[src/inc/pcd_pkg.sv]
// constants and types for the code change and disable handler
// Notes on behaviour
// [RL1] change acts only when code enabled, unblocked
// [RL2] change match: counter to 3, store new
// [RL3] change mismatch: decrement counter, keep value
// [RL4] new code effective on every channel
// [RL5] three failures block code until unblock
// [RL6] terminal sends change with P1 00, Lc 10
// [RL7] disable refused when disabled or blocked
// [RL8] disable match: counter to 3, disabled
// [RL9] disable mismatch: decrement, stay enabled
// [RL10] terminal sends disable with Lc 08
// [RL11] P1 00 plain, 01 reserved, others unused
// [RL12] P1 b8 substitute key, b7 b6 zero
// [RL13] substitute key qualifier set to use 08
// [RL14] disabled code grants access or substitute
// [RL15] multi key files open once any disabled
// [RL16] re-evaluate security environment after disable
// [RL17] P2 low five bits reference, top global
// [RL18] failures answer 63C2, 63C1, 63C0
// [RL19] bad length or parameters rejected untouched
package pcd_pkg;
   localparam int NUM_CODES = 32;
   localparam logic [1:0] RETRY_INIT = 2'h3;
   localparam logic [7:0] LC_CHANGE = 8'h10;
   localparam logic [7:0] LC_DISABLE = 8'h08;
   localparam logic [7:0] P1_PLAIN = 8'h00;
   localparam logic [7:0] P1_RESERVED = 8'h01;
   localparam int P1_SUBST_BIT = 7;
   localparam logic [7:0] QUAL_USE = 8'h08;
   localparam logic [7:0] QUAL_NOUSE = 8'h00;
   localparam logic [7:0] CMD_CHANGE = 8'h24;
   localparam logic [7:0] CMD_DISABLE = 8'h26;
   localparam logic [15:0] SW_OK = 16'h9000;
   localparam logic [15:0] SW_RETRY_BASE = 16'h63C0;
   localparam logic [15:0] SW_BLOCKED = 16'h6983;
   localparam logic [15:0] SW_STATE = 16'h6985;
   localparam logic [15:0] SW_P1P2 = 16'h6B00;
   localparam logic [15:0] SW_LEN = 16'h6700;
   localparam logic [15:0] SW_INS = 16'h6D00;
   localparam logic [11:0] ADDR_CTRL = 12'h000;
   localparam logic [11:0] ADDR_STAT = 12'h004;
   localparam logic [11:0] ADDR_CMD = 12'h008;
   localparam logic [11:0] ADDR_PAR = 12'h00C;
   localparam logic [11:0] ADDR_OLD_LO = 12'h010;
   localparam logic [11:0] ADDR_OLD_HI = 12'h014;
   localparam logic [11:0] ADDR_NEW_LO = 12'h018;
   localparam logic [11:0] ADDR_NEW_HI = 12'h01C;
   localparam logic [11:0] ADDR_SW = 12'h020;
   localparam logic [11:0] ADDR_IRQ_ST = 12'h024;
   localparam logic [11:0] ADDR_IRQ_MASK = 12'h028;
   localparam logic [11:0] ADDR_CODE_ST = 12'h02C;
   localparam logic [11:0] ADDR_ACCESS = 12'h030;
   localparam logic [11:0] ADDR_PROV = 12'h034;
   localparam int IRQ_DONE = 0;
   localparam int IRQ_FAIL = 1;
   localparam int IRQ_BLOCK = 2;
   localparam int IRQ_SE = 3;
   typedef enum logic [2:0] {
      PCD_IDLE = 3'b001,
      PCD_EXEC = 3'b010,
      PCD_DONE = 3'b100
   } pcd_state_t;
endpackage

[src/hdl/pcd_handler.sv]
// code change and code disable command handler with apb registers
//
// Decided for this implementation: the APB slave port and the placing of the registers.
`timescale 1ns/100ps
module pcd_handler
   import pcd_pkg::*;
(
   input wire logic mclk_in,
   input wire logic sys_rst_in,
   input wire logic psel_in,
   input wire logic penable_in,
   input wire logic pwrite_in,
   input wire logic [11:0] paddr_in,
   input wire logic [31:0] pwdata_in,
   output logic [31:0] prdata_out,
   output logic pready_out,
   output logic pslverr_out,
   output logic irq_out,
   output logic se_eval_out
);
   // per code storage (kept by non volatile storage in a real card)
   logic [63:0] code_val [NUM_CODES];
   logic [1:0] retry [NUM_CODES];
   logic [NUM_CODES-1:0] code_dis;
   logic [NUM_CODES-1:0] code_blk;
   logic [NUM_CODES-1:0] subst_used;
   logic [4:0] subst_ref [NUM_CODES];
   logic [7:0] qual [NUM_CODES];
   logic [63:0] old_code, new_code;
   logic [7:0] cmd_ins, cmd_lc, cmd_p1, cmd_p2;
   logic [15:0] sw;
   logic [3:0] irq_st, irq_mask;
   logic [NUM_CODES-1:0] file_refs;
   logic busy, start, prov_we;
   logic [4:0] prov_idx;
   pcd_state_t state, next_state;
   logic [15:0] next_sw;
   logic [3:0] next_irq_st;
   logic [4:0] idx;
   logic apb_wr, apb_rd;

   function automatic logic [31:0] word_sel(input logic [63:0] v, input logic hi);
      word_sel = hi ? v[63:32] : v[31:0];
   endfunction

   assign apb_wr = psel_in && penable_in && pwrite_in;
   assign apb_rd = psel_in && penable_in && !pwrite_in;
   assign idx = cmd_p2[4:0];

   // execution state machine
   always_comb begin
      next_state = state;
      case (state)
         PCD_IDLE: begin
            if (start) begin
               next_state = PCD_EXEC;
            end
         end
         PCD_EXEC: next_state = PCD_DONE;
         PCD_DONE: next_state = PCD_IDLE;
         default: next_state = PCD_IDLE;
      endcase
   end

   always_ff @(posedge mclk_in) begin
      if (sys_rst_in) begin
         state <= PCD_IDLE;
      end else begin
         state <= next_state;
      end
   end

   // p1 coding check for the disable command
   function automatic logic p1_legal(input logic [7:0] p1);
      p1_legal = (p1 == P1_PLAIN) ||
         (p1[P1_SUBST_BIT] && p1[6:5] == 2'h0 && p1[4:0] != 5'h00); // [RL11] [RL12]
   endfunction

   // p2 reference check, top bit ignored
   function automatic logic p2_legal(input logic [7:0] p2);
      p2_legal = (p2[6:5] == 2'h0) && (p2[4:0] != 5'h00); // [RL17]
   endfunction

   // command decode and answer
   logic p2_ok, p1_ok, subst_req, is_chg, is_dis, match, fail_blk;
   logic [3:0] irq_ev, irq_clr;
   always_comb begin
      p2_ok = p2_legal(cmd_p2); // [RL17]
      subst_req = cmd_p1[P1_SUBST_BIT]; // [RL12]
      p1_ok = p1_legal(cmd_p1); // [RL11] [RL12]
      is_chg = (cmd_ins == CMD_CHANGE);
      is_dis = (cmd_ins == CMD_DISABLE);
      match = (old_code == code_val[idx]);
      fail_blk = (retry[idx] == 2'h1);
      next_sw = sw;
      irq_ev = 4'h0;
      if (state == PCD_EXEC) begin
         irq_ev[IRQ_DONE] = 1'b1;
         if (!is_chg && !is_dis) begin
            next_sw = SW_INS;
         end else if (is_chg && cmd_lc != LC_CHANGE) begin
            next_sw = SW_LEN; // [RL6] [RL19]
         end else if (is_dis && cmd_lc != LC_DISABLE) begin
            next_sw = SW_LEN; // [RL10] [RL19]
         end else if (!p2_ok || (is_chg && cmd_p1 != P1_PLAIN) || (is_dis && !p1_ok)) begin
            next_sw = SW_P1P2; // [RL19]
         end else if (code_blk[idx]) begin
            next_sw = SW_BLOCKED; // [RL1] [RL5] [RL7]
         end else if (code_dis[idx]) begin
            next_sw = SW_STATE; // [RL1] [RL7]
         end else if (match) begin
            next_sw = SW_OK;
            irq_ev[IRQ_SE] = is_dis; // [RL16]
         end else begin
            next_sw = SW_RETRY_BASE | {14'h0, retry[idx] - 2'h1}; // [RL18]
            irq_ev[IRQ_FAIL] = 1'b1;
            irq_ev[IRQ_BLOCK] = fail_blk; // [RL5]
         end
      end
      irq_clr = 4'h0;
      if (apb_wr && paddr_in == ADDR_IRQ_ST) begin
         irq_clr = pwdata_in[3:0];
      end
      // a new event wins over a clear in the same cycle
      next_irq_st = (irq_st & ~irq_clr) | irq_ev;
   end

   logic exec_ok;
   assign exec_ok = (state == PCD_EXEC) && (is_chg || is_dis) && p2_ok &&
      (is_chg ? (cmd_lc == LC_CHANGE && cmd_p1 == P1_PLAIN) :
      (cmd_lc == LC_DISABLE && p1_ok)) && !code_blk[idx] && !code_dis[idx];

   // per code state, one shared store serves all channels
   logic [63:0] next_code_val [NUM_CODES];
   logic [1:0] next_retry [NUM_CODES];
   logic next_code_dis [NUM_CODES];
   logic next_code_blk [NUM_CODES];
   logic next_subst_used [NUM_CODES];
   logic [4:0] next_subst_ref [NUM_CODES];
   logic [7:0] next_qual [NUM_CODES];
   generate
      for (genvar g = 0; g < NUM_CODES; g++) begin : g_code
         // next values of one code
         always_comb begin
            next_code_val[g] = code_val[g];
            next_retry[g] = retry[g];
            next_code_dis[g] = code_dis[g];
            next_code_blk[g] = code_blk[g];
            next_subst_used[g] = subst_used[g];
            next_subst_ref[g] = subst_ref[g];
            next_qual[g] = qual[g];
            if (prov_we && prov_idx == 5'(g)) begin
               // provisioning and unblock path
               next_code_val[g] = new_code;
               next_retry[g] = RETRY_INIT;
               next_code_blk[g] = 1'b0;
               next_code_dis[g] = 1'b0;
               next_subst_used[g] = 1'b0;
            end else if (exec_ok && idx == 5'(g)) begin
               if (match) begin
                  next_retry[g] = RETRY_INIT; // [RL2] [RL8]
                  if (is_chg) begin
                     next_code_val[g] = new_code; // [RL2] [RL4]
                  end else begin
                     next_code_dis[g] = 1'b1; // [RL8] [RL14]
                     next_subst_used[g] = subst_req;
                     next_subst_ref[g] = cmd_p1[4:0];
                  end
               end else begin
                  next_retry[g] = retry[g] - 2'h1; // [RL3] [RL9]
                  next_code_blk[g] = (retry[g] == 2'h1); // [RL5]
               end
            end
            if (exec_ok && is_dis && match && subst_req && cmd_p1[4:0] == 5'(g)) begin
               next_qual[g] = QUAL_USE; // [RL13]
            end
         end
         // register stage of one code
         always_ff @(posedge mclk_in) begin
            if (sys_rst_in) begin
               retry[g] <= RETRY_INIT;
               code_dis[g] <= 1'b0;
               code_blk[g] <= 1'b0;
               subst_used[g] <= 1'b0;
               subst_ref[g] <= 5'h00;
               qual[g] <= QUAL_NOUSE;
               code_val[g] <= 64'h0;
            end else begin
               retry[g] <= next_retry[g];
               code_dis[g] <= next_code_dis[g];
               code_blk[g] <= next_code_blk[g];
               subst_used[g] <= next_subst_used[g];
               subst_ref[g] <= next_subst_ref[g];
               qual[g] <= next_qual[g];
               code_val[g] <= next_code_val[g];
            end
         end
      end
   endgenerate

   // access evaluation for a file guarded by the codes in file_refs
   logic access_ok;
   always_comb begin
      logic any_dis_plain, any_open;
      any_dis_plain = 1'b0;
      any_open = 1'b0;
      for (int i = 0; i < NUM_CODES; i++) begin
         if (file_refs[i] && code_dis[i] && !subst_used[i]) begin
            any_dis_plain = 1'b1; // [RL14] [RL15]
         end
         if (file_refs[i] && code_dis[i] && subst_used[i] &&
            ($countones(file_refs) > 1)) begin
            any_open = 1'b1; // [RL15]
         end
      end
      access_ok = (file_refs != '0) && (any_dis_plain || any_open);
   end

   // apb register next values
   logic [7:0] next_cmd_ins, next_cmd_lc, next_cmd_p1, next_cmd_p2;
   logic [63:0] next_old_code, next_new_code;
   logic [3:0] next_irq_mask;
   logic [NUM_CODES-1:0] next_file_refs;
   logic next_start, next_busy, next_prov_we;
   logic [4:0] next_prov_idx;
   logic [31:0] next_prdata;
   logic next_pready, next_pslverr, next_irq, next_se_eval;
   always_comb begin
      next_cmd_ins = cmd_ins;
      next_cmd_lc = cmd_lc;
      next_cmd_p1 = cmd_p1;
      next_cmd_p2 = cmd_p2;
      next_old_code = old_code;
      next_new_code = new_code;
      next_irq_mask = irq_mask;
      next_file_refs = file_refs;
      next_start = 1'b0;
      next_busy = busy;
      next_prov_we = 1'b0;
      next_prov_idx = prov_idx;
      next_prdata = prdata_out;
      // ready answers one cycle after setup, no wait states
      next_pready = psel_in && !penable_in;
      next_pslverr = 1'b0;
      next_irq = |(next_irq_st & irq_mask);
      next_se_eval = exec_ok && is_dis && match; // [RL16]
      if (state == PCD_DONE) begin
         next_busy = 1'b0;
      end
      if (psel_in && !penable_in) begin
         next_pslverr = !(paddr_in <= ADDR_PROV && paddr_in[1:0] == 2'h0);
         case (paddr_in)
            ADDR_STAT: next_prdata = {28'h0, code_blk[idx], code_dis[idx],
               retry[idx] == 2'h0, busy};
            ADDR_CMD: next_prdata = {24'h0, cmd_ins};
            ADDR_PAR: next_prdata = {8'h0, cmd_lc, cmd_p1, cmd_p2};
            ADDR_OLD_LO: next_prdata = word_sel(old_code, 1'b0);
            ADDR_OLD_HI: next_prdata = word_sel(old_code, 1'b1);
            ADDR_NEW_LO: next_prdata = word_sel(new_code, 1'b0);
            ADDR_NEW_HI: next_prdata = word_sel(new_code, 1'b1);
            ADDR_SW: next_prdata = {16'h0, sw};
            ADDR_IRQ_ST: next_prdata = {28'h0, irq_st};
            ADDR_IRQ_MASK: next_prdata = {28'h0, irq_mask};
            ADDR_CODE_ST: next_prdata = {14'h0, qual[idx], subst_ref[idx], subst_used[idx],
               retry[idx], code_blk[idx], code_dis[idx]};
            ADDR_ACCESS: next_prdata = {31'h0, access_ok};
            default: next_prdata = 32'h0;
         endcase
      end
      // writes while a command runs are dropped, except irq status clears
      if (apb_wr && !busy) begin
         case (paddr_in)
            ADDR_CTRL: begin
               next_start = pwdata_in[0];
               next_busy = pwdata_in[0];
               next_prov_we = pwdata_in[1];
               next_prov_idx = pwdata_in[12:8];
            end
            ADDR_CMD: next_cmd_ins = pwdata_in[7:0];
            ADDR_PAR: begin
               next_cmd_lc = pwdata_in[23:16];
               next_cmd_p1 = pwdata_in[15:8];
               next_cmd_p2 = pwdata_in[7:0];
            end
            ADDR_OLD_LO: next_old_code[31:0] = pwdata_in;
            ADDR_OLD_HI: next_old_code[63:32] = pwdata_in;
            ADDR_NEW_LO: next_new_code[31:0] = pwdata_in;
            ADDR_NEW_HI: next_new_code[63:32] = pwdata_in;
            ADDR_IRQ_MASK: next_irq_mask = pwdata_in[3:0];
            ADDR_ACCESS: next_file_refs = pwdata_in;
            default: ;
         endcase
      end
   end

   // apb registers
   always_ff @(posedge mclk_in) begin
      if (sys_rst_in) begin
         cmd_ins <= 8'h00;
         cmd_lc <= 8'h00;
         cmd_p1 <= 8'h00;
         cmd_p2 <= 8'h00;
         old_code <= 64'h0;
         new_code <= 64'h0;
         sw <= 16'h0000;
         irq_st <= 4'h0;
         irq_mask <= 4'h0;
         file_refs <= '0;
         start <= 1'b0;
         busy <= 1'b0;
         prov_we <= 1'b0;
         prov_idx <= 5'h00;
         prdata_out <= 32'h0;
         pready_out <= 1'b0;
         pslverr_out <= 1'b0;
         irq_out <= 1'b0;
         se_eval_out <= 1'b0;
      end else begin
         cmd_ins <= next_cmd_ins;
         cmd_lc <= next_cmd_lc;
         cmd_p1 <= next_cmd_p1;
         cmd_p2 <= next_cmd_p2;
         old_code <= next_old_code;
         new_code <= next_new_code;
         sw <= next_sw;
         irq_st <= next_irq_st;
         irq_mask <= next_irq_mask;
         file_refs <= next_file_refs;
         start <= next_start;
         busy <= next_busy;
         prov_we <= next_prov_we;
         prov_idx <= next_prov_idx;
         prdata_out <= next_prdata;
         pready_out <= next_pready;
         pslverr_out <= next_pslverr;
         irq_out <= next_irq;
         se_eval_out <= next_se_eval; // [RL16]
      end
   end
endmodule

[config.mk]
export PLATFORM = sky130hd
export DESIGN_NAME = pcd_handler
export DESIGN_NICKNAME = d
export VERILOG_FILES = /design/src/inc/pcd_pkg.sv /design/src/hdl/pcd_handler.sv
export SDC_FILE = /design/constraint.sdc
export NUM_CORES = 2
export LEC_CHECK = 0
export ABC_AREA = 1
export BUFFER_PORTS_ARGS = -buffer_cell sky130_fd_sc_hd__buf_2
export CAP_MARGIN = 30
export CORE_MARGIN = 2
export CORE_UTILIZATION = 32
export CTS_CLUSTER_DIAMETER = 200
export DETAILED_ROUTE_END_ITERATION = 8
export PLACE_DENSITY = 0.44
export RECOVER_POWER = 100
export SLEW_MARGIN = 20
export SYNTH_ARGS = -nofsm -noshare
export SYNTH_HDL_FRONTEND = slang
export SYNTH_SLANG_ARGS = --single-unit
[constraint.sdc]
create_clock -name mclk_in -period 6.5 [get_ports mclk_in]
set_input_delay 0.325 -clock mclk_in [delete_from_list [all_inputs] [get_ports mclk_in]]
set_output_delay 0.325 -clock mclk_in [all_outputs]
set_load 0.02 [all_outputs]
==> flow_summary.toml <==
[outcome]
status = "finished with violations"
violations = "max-capacitance violations, max-slew violations"

[global_route]
grt_first_pass_wirelength_um = 764000
overflow = 0
grt_max_degree = 144
grt_util_all_layers_pct = 27.5
grt_pass1_vias = 94700
antenna_found_initial = 45

[pwr]
peakVddDrop_mv = 0.205
power_leakage_nw = 49.3
powerDensity_nw_per_um2 = 270

[cts]
clk_latency_ns = 0.95
clk_pin_slew_ns = 0.06
cts_buffers = 313
clock-sinks = 2662
root_buffer = "clkbuf_16"
cts_tree = "built"
cts_buffer_depth = 4
htreeDepth = 5

[floorplan]
core_area_um2 = 383000
die_area_um2 = 390000
start_util_pct = 32.2
dieHeight_um = 624
io_pins = 85
die_w_um = 624
row_count = 227

[timing]
setup_viol = 0
hold_violations = 0
rsz0062_at_grt = "false"
worst_pin_slew_ns = 3.01
maxSlewViolCount = 220
worst_clock_skew_ns = 0.0448
fin_crit_sh_pct = 98.9
slew_headroom_pct = -101
tns_ns = 0
fmax_mhz = 156
period_needed_ns = 6.43
setup_ws_ns = 0.0695

[yosys]
ys_seq_area_share_pct = 61.4
synth.area.top_cells = "edfxtp_1 (55%), nor2_1 (8.8%), nand2_1 (8.4%), nand3_1 (7.0%), dfxtp_1 (6.9%)"
syn_inst = 13400
syn_area_per_cell_um2 = 9.19
synthArstFlopShare_pct = 0
synth_top_cells_by_count = "nor2_1 (2,898), nand2_1 (2,770), edfxtp_1 (2,239), nand3_1 (1,735), inv_1 (594)"
synth_top_area_share_pct = 54.6
synth_edf_count = 2239
yosysUniqueCellTypes = 54
synth-main-ff-cell = "edfxtp_1"
yosysMostFrequentCell = "nor2_1"
synth_warnings = 0
synth_area_um2 = 123000
synth_top_area_cell = "edfxtp_1"
synth-seq-cells = 2662

[worst_hold_path]
hold_class = "in2reg"

[layout]
syn_to_final_growth_pct = 13.8
final_layout_size_suffix_gt1_share_pct = 7.74
final_nets = 13300
fill_cells = 38800

[detailed_routing]
dr.first_iter.drc_count = 12700
wl_per_cell_um = 29.8
firstDrtPassIters = 6
drc = 0
drt.antenna.violating_nets = 0
vias = 101000
vias_per_cell = 5.43
totalWireLength_um = 552000

[critical_path]
reg2regPathDepth = 23
crit_end = "code_val[23][57]"
required_ns = 7.06
worstPathMaxFanout = 69
r2r-end = "code_val[23][57]"
critical_path_class = "reg2reg"
r2r_setup_slack_ns = 0.07
crit_arrival_ns = 6.99
end_kind = "register"
crit_path_start_kind = "register"

[place]
dp_slack_ns = 0.0832
hpwl_um = 330000
place_congestion = 0.943
portBuffers = 84

[job]
maxCapViolations = 5
[routing by layer]
metal  part of all wire (%)  wire (µm)  track usage (%)
met5                  0.011         62                0
met4                    4.3      24000             11.0
met3                    8.4      46400             4.59
met1                     43     236000             38.4
met2                     44     245000             42.6
[through the flow]
step	util [%]	power [mW]	cells	instance area (µm²)	hold WS, ns
final	36.6	37.9	18500	140000	0.0769
after CTS	36.8	38.1	18500	141000	0.00341
after global routing	36.6	38.8	18500	140000	0.0646
after detailed placement	34.2	20.7	17900	131000	0.429
after floorplan	-	20.0	13400	123000	0.416
after global placement	34.1	20.7	17900	131000	0.431
[how the worst min path moves through the flow]
stage | from | endpoint | slack, ns | cells past startpoint
global placement | retry[0][1] | retry[0][1] | 0.43 | 2
CTS | pwdata_in[25] | new_code[57] | 0.003 | 3
global route | pwdata_in[25] | new_code[25] | 0.06 | 3
detailed placement | code_blk[0] | code_blk[0] | 0.43 | 2
floorplan | code_blk[0] | code_blk[0] | 0.42 | 2
finish | paddr_in[2] | prdata_out[2] | 0.08 | 7
[area by class of cell]
| cell class | count | area, µm² | share of cell area [%] |
|---|---|---|---|
| sequential | 2662 | 75700 | 54.0 |
| multi-input combinational | 9001 | 39900 | 28.4 |
| clock buffer | 446 | 8870 | 6.32 |
| tap | 5038 | 6300 | 4.49 |
| timing repair buffer | 582 | 5870 | 4.18 |
| inverter | 669 | 2570 | 1.84 |
| clock inverter | 121 | 966 | 0.689 |
| antenna | 20 | 50.0 | 0.0357 |
| timing repair inverter | 1 | 11.3 | 0.00803 |
[registers in the layout (all words and copies together) (netlist names), 5 cells and up, named ones only]
name        count
sw             10
code_blk       32
new_code       64
subst_ref     160
cmd_p2          8
code_val     2048
subst_used     32
prdata_out     32
file_refs      32
old_code       64
prov_idx        5
code_dis       32
cmd_ins         8
qual           32
retry          64
cmd_p1          8
cmd_lc          8
[what timing repair did]
action / CTS / global route
setup buffers: 0 / 5
hold buffers: 34 / 0
setup endpoints to repair: 0 / 337
hold endpoints to repair: 222 / 0
gates resized for setup: 0 / 5
[placed cells by master (no fill, tap or decap), types with 248 or more instances in the layout]
cell type  count
edfxtp_1    2239
a21oi_1      338
inv_1        592
o21ai_0      604
nand3_1     1711
dfxtp_1      418
buf_4        248
nand2_1     2738
nor2_1      2902
clkbuf_16    326
[kinds of logic (layout without fill, tap and decap cells)]
logic type	count (synthesis)	count (layout)	share of synthesized area, %
compound gates	1323	1323	5.90
other cells	1	26	0.00304
fa+ha+maj	65	65	0.806
buf+inv	1748	1819	6.46
flops	2662	2662	61.4
simple gates	7606	7606	25.4
mux	1	1	0.00812
[worst max-delay path, cell delays in order, from the launching register on]
cell       delay [ns]
dfxtp_4          0.48
clkinv_16        0.18
buf_12           0.35
buf_4            0.25
buf_4            0.26
nand2_1          0.09
nand3_1          0.07
nand3_1          0.16
nand3_1          0.10
nand3_1          0.18
nand2_1          0.07
nand2_1          0.05
nand2_1          0.05
nor2_1           0.24
nand2_1          0.19
nor2_1           0.39
nand2_1          0.10
nor2_1           0.27
nand2_4          0.17
buf_12           0.24
o21ai_0          0.30
nand3_2          0.71
nand2_4          0.35
buf_12           0.40
[power by group]
group | switching (mW) | internal (mW) | leakage [nW]
registers | 0.135 | 19.0 | 26.2
logic | 1.04 | 0.268 | 18.3
clock network | 7.48 | 10.0 | 4.83
Note: power is estimated with default switching activity, not from simulation.
